`src/rtl/charger_alert_params.svh`:
```
// constants for the charger alert and status logic: offsets, widths, fields, timing
`ifndef CHARGER_ALERT_PARAMS_SVH
`define CHARGER_ALERT_PARAMS_SVH
// ==========================================================
// register port geometry
`define ADDR_W 8
`define DATA_W 16
// ==========================================================
// register sub-addresses
`define OFF_LIMIT_ALERTS 8'h36
`define OFF_PHASE_ALERTS 8'h37
`define OFF_LOOP_ALERTS 8'h38
`define OFF_SYS_STATUS 8'h39
`define OFF_EN_LIMIT 8'h0d
`define OFF_EN_PHASE 8'h0e
`define OFF_EN_LOOP 8'h0f
// ==========================================================
// word widths and masks
`define LIMIT_W 16
`define PHASE_W 11
`define LOOP_W 4
`define STATUS_W 14
`define UPPER_W 6
`define LIMIT_USED_MASK 16'hbfff
`define EN_LIMIT_RST 16'h0000
`define EN_PHASE_RST 11'h000
`define EN_LOOP_RST 4'h0
// ==========================================================
// limit alert bit positions
`define LIM_VIN_LO 9
`define LIM_VIN_HI 8
`define LIM_VSYS_LO 7
`define LIM_VSYS_HI 6
`define LIM_IIN_HI 5
`define LIM_IBAT_LO 4
`define LIM_DIE_HI 3
`define LIM_BSR_HI 2
`define LIM_NTC_COLD 1
`define LIM_NTC_HOT 0
`define LIM_UPPER_LSB 10
// ==========================================================
// system status bit positions
`define ST_CHARGING 13
`define ST_TRACKING 11
`define ST_EQ_REQ 10
`define ST_DRV_GOOD 9
`define ST_CELL_ERR 8
`define ST_PERMIT 6
`define ST_NO_FREQ_RES 5
`define ST_THERMAL_SD 4
`define ST_IN_OVLO 3
`define ST_IN_ABOVE_BAT 2
`define ST_INT_SUPPLY 1
`define ST_MEAS_SUPPLY 0
// ==========================================================
// timing
`define CLK_PERIOD_NS 25
`define MEAS_CYCLE_NS 6500000
`endif

```
`src/rtl/charger_alert_pkg.sv`:
```
// types shared by the charger alert and status logic
package charger_alert_pkg;
  // ==========================================================
  // alert line state, one-hot
  typedef enum logic [1:0] {
    LINE_IDLE = 2'b01,
    LINE_LOW = 2'b10
  } line_state_t;
endpackage

```
`src/rtl/alert_bank_if.sv`:
```
// carrier between the top and one sticky alert latch bank
interface alert_bank_if #(parameter int W = 4);
  logic [W-1:0] en;        // per-bit enables
  logic [W-1:0] cond;      // condition still holding
  logic [W-1:0] trig;      // one-cycle trigger per bit
  logic [W-1:0] clr;       // host clear mask
  logic [W-1:0] flags;     // latched alert bits
  logic new_alert;         // pulse: a bit was raised or re-raised
  // ==========================================================
  // top drives the causes, the bank answers with its flags
  modport owner (output en, output cond, output trig, output clr,
                 input flags, input new_alert);
  modport bank (input en, input cond, input trig, input clr,
                output flags, output new_alert);
endinterface

```
`src/rtl/charger_alert_status_logic.sv`:
```
// alert latches, alert line and system status word of the charger management port
// Function
// - latch input voltage low flag, bit 9
// - latch input voltage high flag, bit 8
// - latch system voltage low/high, bits 7/6
// - latch input current high flag, bit 5
// - latch battery current low flag, bit 4
// - latch die temperature, series resistance, bits 3/2
// - latch thermistor cold bit 1, hot bit 0
// - phase alert on enabled state entry, or re-raised by a clear while the phase holds
// - alert bits stay until disabled or cleared
// - writing zero to a bit clears it
// - clear with its condition holding re-raises alert, limits as judged at the last tick
// - new alert pulls line low until response
// - phase alert bit map, equalize 10 down to short 0
// - loop alerts: undervoltage, input, current, voltage
// - status bit 13 while charging
// - status bit 11 follows tracking pin
// - status bit 10 after equalize pin rise
// - status bits 9 and 1 show supplies good, clear of their lockouts
// - status bit 8 cell error, 5 resistor absent
// - status bit 6 when charging permitted
// - status bit 2 input above battery
// - status bit 4 thermal, bit 3 overvoltage
// - limit alerts evaluated once per measurement cycle
`include "charger_alert_params.svh"

module charger_alert_status_logic #(
  parameter int MEAS_CYCLE_CYCLES = `MEAS_CYCLE_NS / `CLK_PERIOD_NS
) (
  input wire logic clk,
  input wire logic rstn,
  // register port from the serial engine
  input wire logic reg_wr,
  input wire logic reg_rd,
  input wire logic [`ADDR_W-1:0] reg_addr,
  input wire logic [`DATA_W-1:0] reg_wdata,
  output logic [`DATA_W-1:0] reg_rdata_ff,
  // alert response completed by the serial engine
  input wire logic ara_done,
  // open-drain alert line
  output logic smbalert_o_ff,
  output logic smbalert_oe_ff,
  // measurement limit crossings, level, from the converter compare stage
  input wire logic input_voltage_below_limit,
  input wire logic input_voltage_above_limit,
  input wire logic system_voltage_below_limit,
  input wire logic system_voltage_above_limit,
  input wire logic input_current_above_limit,
  input wire logic battery_current_below_limit,
  input wire logic chip_temperature_above_limit,
  input wire logic series_resistance_above_limit,
  input wire logic thermistor_ratio_above_limit,
  input wire logic thermistor_ratio_below_limit,
  input wire logic [`UPPER_W-1:0] upper_limit_crossed,
  // charger phase, one-hot, and regulation loop in control
  input wire logic [`PHASE_W-1:0] charger_phase,
  input wire logic [`LOOP_W-1:0] regulation_loop,
  // real-time system conditions
  input wire logic charging_active,
  input wire logic tracking_pin,
  input wire logic equalize_request_pin,
  input wire logic equalize_finished,
  input wire logic drive_supply_good,
  input wire logic cell_count_invalid,
  input wire logic charging_permitted,
  input wire logic frequency_resistor_absent,
  input wire logic thermal_shutdown,
  input wire logic input_overvoltage,
  input wire logic input_above_battery,
  input wire logic internal_supply_above_switch_uvlo,
  input wire logic meas_supply_good
);
  localparam int CNT_W = $clog2(MEAS_CYCLE_CYCLES + 1);

  // ==========================================================
  // address decode helper, shared by read and write paths
  function automatic logic addr_hit(input logic [`ADDR_W-1:0] a,
                                    input logic [`ADDR_W-1:0] off);
    addr_hit = (a == off);
  endfunction

  // ==========================================================
  // measurement cycle divider
  logic [CNT_W-1:0] meas_cnt_ff; // cycles into the current measurement cycle
  logic meas_tick_ff;            // one-cycle enable at each cycle end

  // free-running divider; the tick marks where limits are judged
  always_ff @(posedge clk or negedge rstn) begin
    if (!rstn) begin
      meas_cnt_ff <= '0;
      meas_tick_ff <= 1'b0;
    end else if (meas_cnt_ff == CNT_W'(MEAS_CYCLE_CYCLES - 1)) begin
      meas_cnt_ff <= '0;
      meas_tick_ff <= 1'b1;
    end else begin
      meas_cnt_ff <= meas_cnt_ff + CNT_W'(1);
      meas_tick_ff <= 1'b0;
    end
  end

  // ==========================================================
  // limit crossing vector
  logic [`LIMIT_W-1:0] limit_now;  // crossings as seen right now
  logic [`LIMIT_W-1:0] limit_seen_ff; // crossings judged at the last tick

  // gather crossings into their alert bit positions
  always_comb begin
    limit_now = '0;
    limit_now[`LIM_VIN_LO] = input_voltage_below_limit;
    limit_now[`LIM_VIN_HI] = input_voltage_above_limit;
    limit_now[`LIM_VSYS_LO] = system_voltage_below_limit;
    limit_now[`LIM_VSYS_HI] = system_voltage_above_limit;
    limit_now[`LIM_IIN_HI] = input_current_above_limit;
    limit_now[`LIM_IBAT_LO] = battery_current_below_limit;
    limit_now[`LIM_DIE_HI] = chip_temperature_above_limit;
    limit_now[`LIM_BSR_HI] = series_resistance_above_limit;
    limit_now[`LIM_NTC_COLD] = thermistor_ratio_above_limit;
    limit_now[`LIM_NTC_HOT] = thermistor_ratio_below_limit;
    limit_now[`LIMIT_W-1:`LIM_UPPER_LSB] = upper_limit_crossed;
    limit_now = limit_now & `LIMIT_USED_MASK; // reserved bit never alerts
  end

  // the re-raise on clear uses the last judged crossing, not the live
  // compare, so a limit only ever acts at measurement cycle granularity
  always_ff @(posedge clk or negedge rstn) begin
    if (!rstn) begin
      limit_seen_ff <= '0;
    end else if (meas_tick_ff) begin
      limit_seen_ff <= limit_now;
    end
  end

  // ==========================================================
  // phase and regulation loop entry detection
  logic [`PHASE_W-1:0] phase_prev_ff;
  logic [`LOOP_W-1:0] loop_prev_ff;

  // previous values; inputs are already synchronous to clk
  always_ff @(posedge clk or negedge rstn) begin
    if (!rstn) begin
      phase_prev_ff <= '0;
      loop_prev_ff <= '0;
    end else begin
      phase_prev_ff <= charger_phase;
      loop_prev_ff <= regulation_loop;
    end
  end

  // ==========================================================
  // enable words, one per alert word
  logic [`LIMIT_W-1:0] en_limit_ff;
  logic [`PHASE_W-1:0] en_phase_ff;
  logic [`LOOP_W-1:0] en_loop_ff;

  // enable bits sit at the same positions as their alert bits
  always_ff @(posedge clk or negedge rstn) begin
    if (!rstn) begin
      en_limit_ff <= `EN_LIMIT_RST;
      en_phase_ff <= `EN_PHASE_RST;
      en_loop_ff <= `EN_LOOP_RST;
    end else if (reg_wr) begin
      if (addr_hit(reg_addr, `OFF_EN_LIMIT)) begin
        en_limit_ff <= reg_wdata & `LIMIT_USED_MASK;
      end
      if (addr_hit(reg_addr, `OFF_EN_PHASE)) begin
        en_phase_ff <= reg_wdata[`PHASE_W-1:0];
      end
      if (addr_hit(reg_addr, `OFF_EN_LOOP)) begin
        en_loop_ff <= reg_wdata[`LOOP_W-1:0];
      end
    end
  end

  // ==========================================================
  // latch banks
  alert_bank_if #(.W(`LIMIT_W)) limit_bus ();
  alert_bank_if #(.W(`PHASE_W)) phase_bus ();
  alert_bank_if #(.W(`LOOP_W)) loop_bus ();

  // limit bank: triggered only at the tick
  assign limit_bus.en = en_limit_ff;
  assign limit_bus.cond = limit_seen_ff;
  assign limit_bus.trig = meas_tick_ff ? limit_now : '0;
  // writing a one leaves a bit alone, writing a zero clears it
  assign limit_bus.clr =
    (reg_wr && addr_hit(reg_addr, `OFF_LIMIT_ALERTS)) ? ~reg_wdata : '0;

  // phase bank: entry into a phase, bit order as the phase word
  assign phase_bus.en = en_phase_ff;
  assign phase_bus.cond = charger_phase;
  assign phase_bus.trig = charger_phase & ~phase_prev_ff;
  assign phase_bus.clr = (reg_wr && addr_hit(reg_addr, `OFF_PHASE_ALERTS)) ?
    ~reg_wdata[`PHASE_W-1:0] : '0;

  // loop bank: a loop taking control
  assign loop_bus.en = en_loop_ff;
  assign loop_bus.cond = regulation_loop;
  assign loop_bus.trig = regulation_loop & ~loop_prev_ff;
  assign loop_bus.clr = (reg_wr && addr_hit(reg_addr, `OFF_LOOP_ALERTS)) ?
    ~reg_wdata[`LOOP_W-1:0] : '0;

  alert_latch_bank #(.W(`LIMIT_W)) u_limit_bank (
    .clk(clk),
    .rstn(rstn),
    .bank_io(limit_bus.bank)
  );
  alert_latch_bank #(.W(`PHASE_W)) u_phase_bank (
    .clk(clk),
    .rstn(rstn),
    .bank_io(phase_bus.bank)
  );
  alert_latch_bank #(.W(`LOOP_W)) u_loop_bank (
    .clk(clk),
    .rstn(rstn),
    .bank_io(loop_bus.bank)
  );

  // ==========================================================
  // alert line
  charger_alert_pkg::line_state_t line_ff;
  charger_alert_pkg::line_state_t nxt_line;
  logic any_new; // some bank raised a bit

  // a new alert wins over a response finishing in the same cycle,
  // so no alert slips past the host unannounced
  always_comb begin
    any_new = limit_bus.new_alert | phase_bus.new_alert | loop_bus.new_alert;
    case (line_ff)
      charger_alert_pkg::LINE_IDLE: begin
        nxt_line = any_new ? charger_alert_pkg::LINE_LOW
                           : charger_alert_pkg::LINE_IDLE;
      end
      charger_alert_pkg::LINE_LOW: begin
        nxt_line = (ara_done && !any_new) ? charger_alert_pkg::LINE_IDLE
                                          : charger_alert_pkg::LINE_LOW;
      end
      default: begin
        nxt_line = charger_alert_pkg::LINE_IDLE;
      end
    endcase
  end

  // state and pin drivers; the pin only ever sinks, so output stays low
  always_ff @(posedge clk or negedge rstn) begin
    if (!rstn) begin
      line_ff <= charger_alert_pkg::LINE_IDLE;
      smbalert_o_ff <= 1'b0;
      smbalert_oe_ff <= 1'b0;
    end else begin
      line_ff <= nxt_line;
      smbalert_o_ff <= 1'b0;
      smbalert_oe_ff <= (nxt_line == charger_alert_pkg::LINE_LOW);
    end
  end

  // ==========================================================
  // system status word
  logic eq_req_ff;   // equalize queued or running
  logic eq_pin_prev_ff;
  logic [`STATUS_W-1:0] status_ff;

  // equalize request: caught on a pin rise, held until equalize_finished
  always_ff @(posedge clk or negedge rstn) begin
    if (!rstn) begin
      eq_pin_prev_ff <= 1'b0;
      eq_req_ff <= 1'b0;
    end else begin
      eq_pin_prev_ff <= equalize_request_pin;
      if (equalize_request_pin && !eq_pin_prev_ff) begin
        eq_req_ff <= 1'b1;
      end else if (equalize_finished) begin
        eq_req_ff <= 1'b0;
      end
    end
  end

  // real-time view, one register stage behind the conditions
  always_ff @(posedge clk or negedge rstn) begin
    if (!rstn) begin
      status_ff <= '0;
    end else begin
      status_ff <= '0;
      status_ff[`ST_CHARGING] <= charging_active;
      status_ff[`ST_TRACKING] <= tracking_pin;
      status_ff[`ST_EQ_REQ] <= eq_req_ff;
      status_ff[`ST_DRV_GOOD] <= drive_supply_good;
      status_ff[`ST_CELL_ERR] <= cell_count_invalid;
      status_ff[`ST_PERMIT] <= charging_permitted;
      status_ff[`ST_NO_FREQ_RES] <= frequency_resistor_absent;
      status_ff[`ST_THERMAL_SD] <= thermal_shutdown;
      status_ff[`ST_IN_OVLO] <= input_overvoltage;
      status_ff[`ST_IN_ABOVE_BAT] <= input_above_battery;
      status_ff[`ST_INT_SUPPLY] <= internal_supply_above_switch_uvlo;
      status_ff[`ST_MEAS_SUPPLY] <= meas_supply_good;
    end
  end

  // ==========================================================
  // read path
  // one-cycle read latency; unmapped addresses read as zero
  always_ff @(posedge clk or negedge rstn) begin
    if (!rstn) begin
      reg_rdata_ff <= '0;
    end else if (reg_rd) begin
      if (addr_hit(reg_addr, `OFF_LIMIT_ALERTS)) begin
        reg_rdata_ff <= limit_bus.flags;
      end else if (addr_hit(reg_addr, `OFF_PHASE_ALERTS)) begin
        reg_rdata_ff <= `DATA_W'(phase_bus.flags);
      end else if (addr_hit(reg_addr, `OFF_LOOP_ALERTS)) begin
        reg_rdata_ff <= `DATA_W'(loop_bus.flags);
      end else if (addr_hit(reg_addr, `OFF_SYS_STATUS)) begin
        reg_rdata_ff <= `DATA_W'(status_ff);
      end else if (addr_hit(reg_addr, `OFF_EN_LIMIT)) begin
        reg_rdata_ff <= en_limit_ff;
      end else if (addr_hit(reg_addr, `OFF_EN_PHASE)) begin
        reg_rdata_ff <= `DATA_W'(en_phase_ff);
      end else if (addr_hit(reg_addr, `OFF_EN_LOOP)) begin
        reg_rdata_ff <= `DATA_W'(en_loop_ff);
      end else begin
        reg_rdata_ff <= '0;
      end
    end
  end
endmodule

```
`src/rtl/alert_latch_bank.sv`:
```
// sticky alert latch bank with enable gating, write-zero clear and re-raise
module alert_latch_bank #(
  parameter int W = 4
) (
  input wire logic clk,
  input wire logic rstn,
  alert_bank_if.bank bank_io
);
  // ==========================================================
  // latches
  logic [W-1:0] flags_ff;
  logic [W-1:0] nxt_flags;
  logic [W-1:0] set_bits; // bits raised this cycle
  logic new_ff;

  // set wins over clear; clearing a bit whose condition holds re-raises it
  always_comb begin
    set_bits = bank_io.en & (bank_io.trig | (bank_io.clr & bank_io.cond));
    nxt_flags = bank_io.en & ((flags_ff & ~bank_io.clr) | set_bits);
  end

  // latch update
  always_ff @(posedge clk or negedge rstn) begin
    if (!rstn) begin
      flags_ff <= '0;
    end else begin
      flags_ff <= nxt_flags;
    end
  end

  // new alert: bit goes high, or is re-raised in the cycle it was cleared
  always_ff @(posedge clk or negedge rstn) begin
    if (!rstn) begin
      new_ff <= 1'b0;
    end else begin
      new_ff <= |(set_bits & (~flags_ff | bank_io.clr));
    end
  end

  assign bank_io.flags = flags_ff;
  assign bank_io.new_alert = new_ff;
endmodule

```
`config.mk`:
```
export PLATFORM = sky130hd
export DESIGN_NAME = charger_alert_status_logic
export DESIGN_NICKNAME = d
export VERILOG_FILES = /design/src/rtl/charger_alert_pkg.sv /design/src/rtl/alert_bank_if.sv /design/src/rtl/charger_alert_status_logic.sv /design/src/rtl/alert_latch_bank.sv
export VERILOG_INCLUDE_DIRS = /design/src /design/src/rtl
export SDC_FILE = /design/constraint.sdc
export NUM_CORES = 1
export LEC_CHECK = 0
export ABC_AREA = 1
export BUFFER_PORTS_ARGS = -buffer_cell sky130_fd_sc_hd__buf_2
export CAP_MARGIN = 30
export CELL_PAD_IN_SITES_DETAIL_PLACEMENT = 1
export CELL_PAD_IN_SITES_GLOBAL_PLACEMENT = 1
export CORE_AREA = 2 2 131 133
export DETAILED_ROUTE_END_ITERATION = 8
export DIE_AREA = 0 0 133 135
export PLACE_DENSITY = 0.92
export RECOVER_POWER = 50
export SLEW_MARGIN = 20
export SYNTH_ARGS = -nofsm -noshare
export SYNTH_HDL_FRONTEND = slang
export SYNTH_HIERARCHICAL = 1
export SYNTH_SLANG_ARGS = --single-unit
export TNS_END_PERCENT = 10
```
`constraint.sdc`:
```
create_clock -name clk -period 4 [get_ports clk]
set_input_delay 0.8 -clock clk [delete_from_list [all_inputs] [get_ports clk]]
set_output_delay 0.8 -clock clk [all_outputs]
set_load 0.1 [all_outputs]
```
==> impl_metrics.csv <==
group,metric,value,unit
sta,fin_crit_sh,70.8,%
floorplanning,die_y,135,um
worst_setup_path,start_kind,"primary input",
power_and_ir_drop,p_sw,0.916,mW
logic_synthesis,synth-seq-area-share,50.0,%
placed_design,postPlaceCellArea,0.00796,sq mm
floorplanning,die_w,133,um
final_layout,fill_cells,2058,
global_route,grt_usage,26.0,%
sta,whs,0.376,ns
sta,rsz0062_at_grt,"no",
power_and_ir_drop,p_per_area,395,mW/mm^2
final_layout,layout-drive-gt1-share,13.9,%
logic_synthesis,synth_edf_count,0,
power_and_ir_drop,p_comb_share,8.1,%
routing,first_iter_violations,492,
floorplanning,core,0.0164,sq mm
clock_network,cts_buffers,17,
power_and_ir_drop,sw_frac_of_total,27.3,%
floorplanning,die_area,0.0180,sq mm
clock_network,cts_max_path_buffers,2,
worst_setup_path,cp_max_fo,16,
final_layout,final_cell_mix,"nand2_1, inv_1, dfrtp_1",
logic_synthesis,syn_area_per_cell,7.69,sq um
worst_hold_path,hp-class,"register to register",
placed_design,placed_cells,1242,
clock_network,htree_levels,4,
power_and_ir_drop,peakVddDrop,0.315,mV
logic_synthesis,ys_warn_count,6,
logic_synthesis,ys.flop_type,"dfrtp_1",
final_layout,layoutNonFillerInstCount,1275,
clock_network,cts.clk_slew.worst_paths,0.06,ns
clock_network,cts_setup_buffers,0,
final_layout,syn2layout_area_growth,16.2,%
global_route,grt_overflow,0,
sta,max-slew-margin-rel,-52.8,%
power_and_ir_drop,seq_power_share,46.6,%
floorplanning,io-pin-count,91,
clock_network,cts_num_sinks,146,
sta,hold_viol_final,0,
clock_network,postCtsHoldBufs,0,
logic_synthesis,synth_cells,950,
routing,viasPerCell,5.32,
logic_synthesis,synthDistinctLibCells,40,
sta,finalCriticalPeriod,2.83,ns
run,max-cap-violations,1,
clock_network,cts_tree,"yes",
power_and_ir_drop,internal_power,2.44,mW
logic_synthesis,synth_area,0.00731,sq mm
clock_network,ctsResizeCount,0,
routing,num_vias,6782,
global_route,antenna_found_initial,0,
sta,tightest_slew,2.29,ns
worst_setup_path,critical_path_class,"primary input to register",
power_and_ir_drop,p_leak,4.34,nW
routing,drtAntennaViolNets,0,
clock_network,root_buffer,"clkbuf_16",
final_layout,final_cell_area,0.00849,sq mm
placed_design,dpl.hpwl,15.6,mm
final_layout,nets,1118,
routing,wl_per_cell,17.6,um
power_and_ir_drop,totalPowerFinal,3.36,mW
floorplanning,fp-row-count,47,
power_and_ir_drop,clock_power_share,45.3,%
logic_synthesis,ys_ff_latch,146,
worst_setup_path,end_kind,"register",
sta,max_freq,353,MHz
final_layout,layout_commonest_cell,"nand2_1",
global_route,grt_max_degree,90,
sta,finClkSkew,0.0119,ns
outcome,failed_checks,"max-capacitance violations, max-slew violations",
worst_setup_path,cp_data_arrival_time,3.19,ns
worst_setup_path,cp.required,4.36,ns
placed_design,gp_congestion,0.866,
routing,detail_route.first_pass.iterations,5,
floorplanning,initial_core_util,44.5,%
routing,routed_wl,22.5,mm
global_route,grt_pass1_wl,36.1,mm
placed_design,io_buffer_count,88,
sta,setup_viol,0,
final_layout,n_antenna_cell,0,
sta,drv_slew,89,
logic_synthesis,async_reset_ff_share,100,%
clock_network,clk_latency,0.44,ns
outcome,status,"finished with violations",
sta,setup_tns,0,ns
global_route,grt_pass1_vias,7339,
routing,drc_errors,0,
## final cells by class
cell class	instances	area, sq um	area share, %
well taps	220	275	3.24
clock buffers	19	453	5.33
flip-flops and latches	146	3650	43.0
repair buffers	94	474	5.59
clock inverters	13	101	1.19
inverters	210	791	9.31
multi-input cells	573	2740	32.3
## power groups by stage
stage               registers [mW]  clock network, mW  logic [mW]
finish                        1.56               1.52       0.273
global route                  1.57               1.60       0.300
CTS                           1.56               1.54       0.275
detailed placement            1.59                  0       0.271
global placement              1.59                  0       0.260
floorplan                     1.62                  0       0.115
## layer usage
metal / part of all wire [%] / vias to the layer above / wire [um] / GRT usage [%]
met2: 52 / 203 / 11600 / 46.6
met3: 4.9 / 56 / 1100 / 5.33
met1: 40 / 3370 / 9070 / 29.6
met4: 3.2 / 0 / 728 / 13.1
li1: - / 3153 / - / -
met5: 0 / - / 0 / 0
## worst max-delay path: stages
cell	delay (ns)
buf_2	0.10
inv_2	0.05
nand2_1	0.08
nor2_2	0.45
nand4_2	0.63
nor2_1	0.40
nand2_1	0.14
nand2_1	0.11
nand3_1	0.07
nand2_1	0.07
inv_1	0.04
nand2_1	0.10
nor2_1	0.06
nand2_1	0.10
## through the flow
step	setup WS, ns	utilization [%]
after global placement	0.923	48.5
after detailed placement	0.780	48.5
after global routing	0.956	51.8
after CTS	1.17	51.9
after floorplan	1.87	-
final	1.17	51.8
## path summary, 6_finish.rpt
kind | slack (ns) | end | start | depth (start not counted)
hold reg to reg | 0.38 | status_ff[10]$_DFF_PN0_ | eq_req_ff$_DFFE_PN0P_ | 0
hold / removal | 0.38 | status_ff[10]$_DFF_PN0_ | eq_req_ff$_DFFE_PN0P_ | 0
max in group asynchronous | 1.62 | meas_cnt_ff[11]$_DFF_PN0_ | rstn | 1
min in group asynchronous | 1.04 | u_loop_bank/bank_io.flags[3]$_DFF_PN0_ | rstn | 1
setup / recovery | 1.17 | u_limit_bank/bank_io.new_alert$_DFF_PN0_ | reg_addr[7] | 14
setup reg to reg | 1.59 | u_limit_bank/bank_io.new_alert$_DFF_PN0_ | meas_tick_ff$_DFF_PN0_ | 11
## synthesized netlist by cell type (3+ instances only)
cell type  number  area (sq um)
nand2_2         3          18.8
buf_2          12          60.1
nand3_2         5          50.1
nand4_1        14          87.6
o21ai_0        33           165
a21oi_1         8          40.0
ha_1            3          37.5
inv_1         193           724
nor2_1         91           342
xor2_1          8          70.1
buf_4           4          30.0
o21bai_1        6          45.0
nand3_1        85           425
a31oi_1        31           194
inv_2          13          48.8
o21ai_1        34           170
nor2_2          6          37.5
nand2_1       213           800
dfrtp_1       145          3630
nor3_1          6          30.0
clkinv_1        3          11.3
o2111ai_1       4          35.0
clkbuf_1        6          22.5
## state kept, by name (all words and copies together), names as in the netlist, 12 cells and up
name                        cells
status_ff                      12
u_limit_bank/bank_io.flags     16
limit_bus.cond                 15
en_limit_ff                    15
meas_cnt_ff                    18
reg_rdata_ff                   16
## cell families after synthesis
family	share of synthesized area [%]
compound gates	9.40
xor+xnor	0.959
fa+ha+maj	0.514
buf+inv	12.7
flops	50.0
mux	0.462
other cells	0.0513
simple gates	25.9
Note: power is estimated with default switching activity, not from simulation.
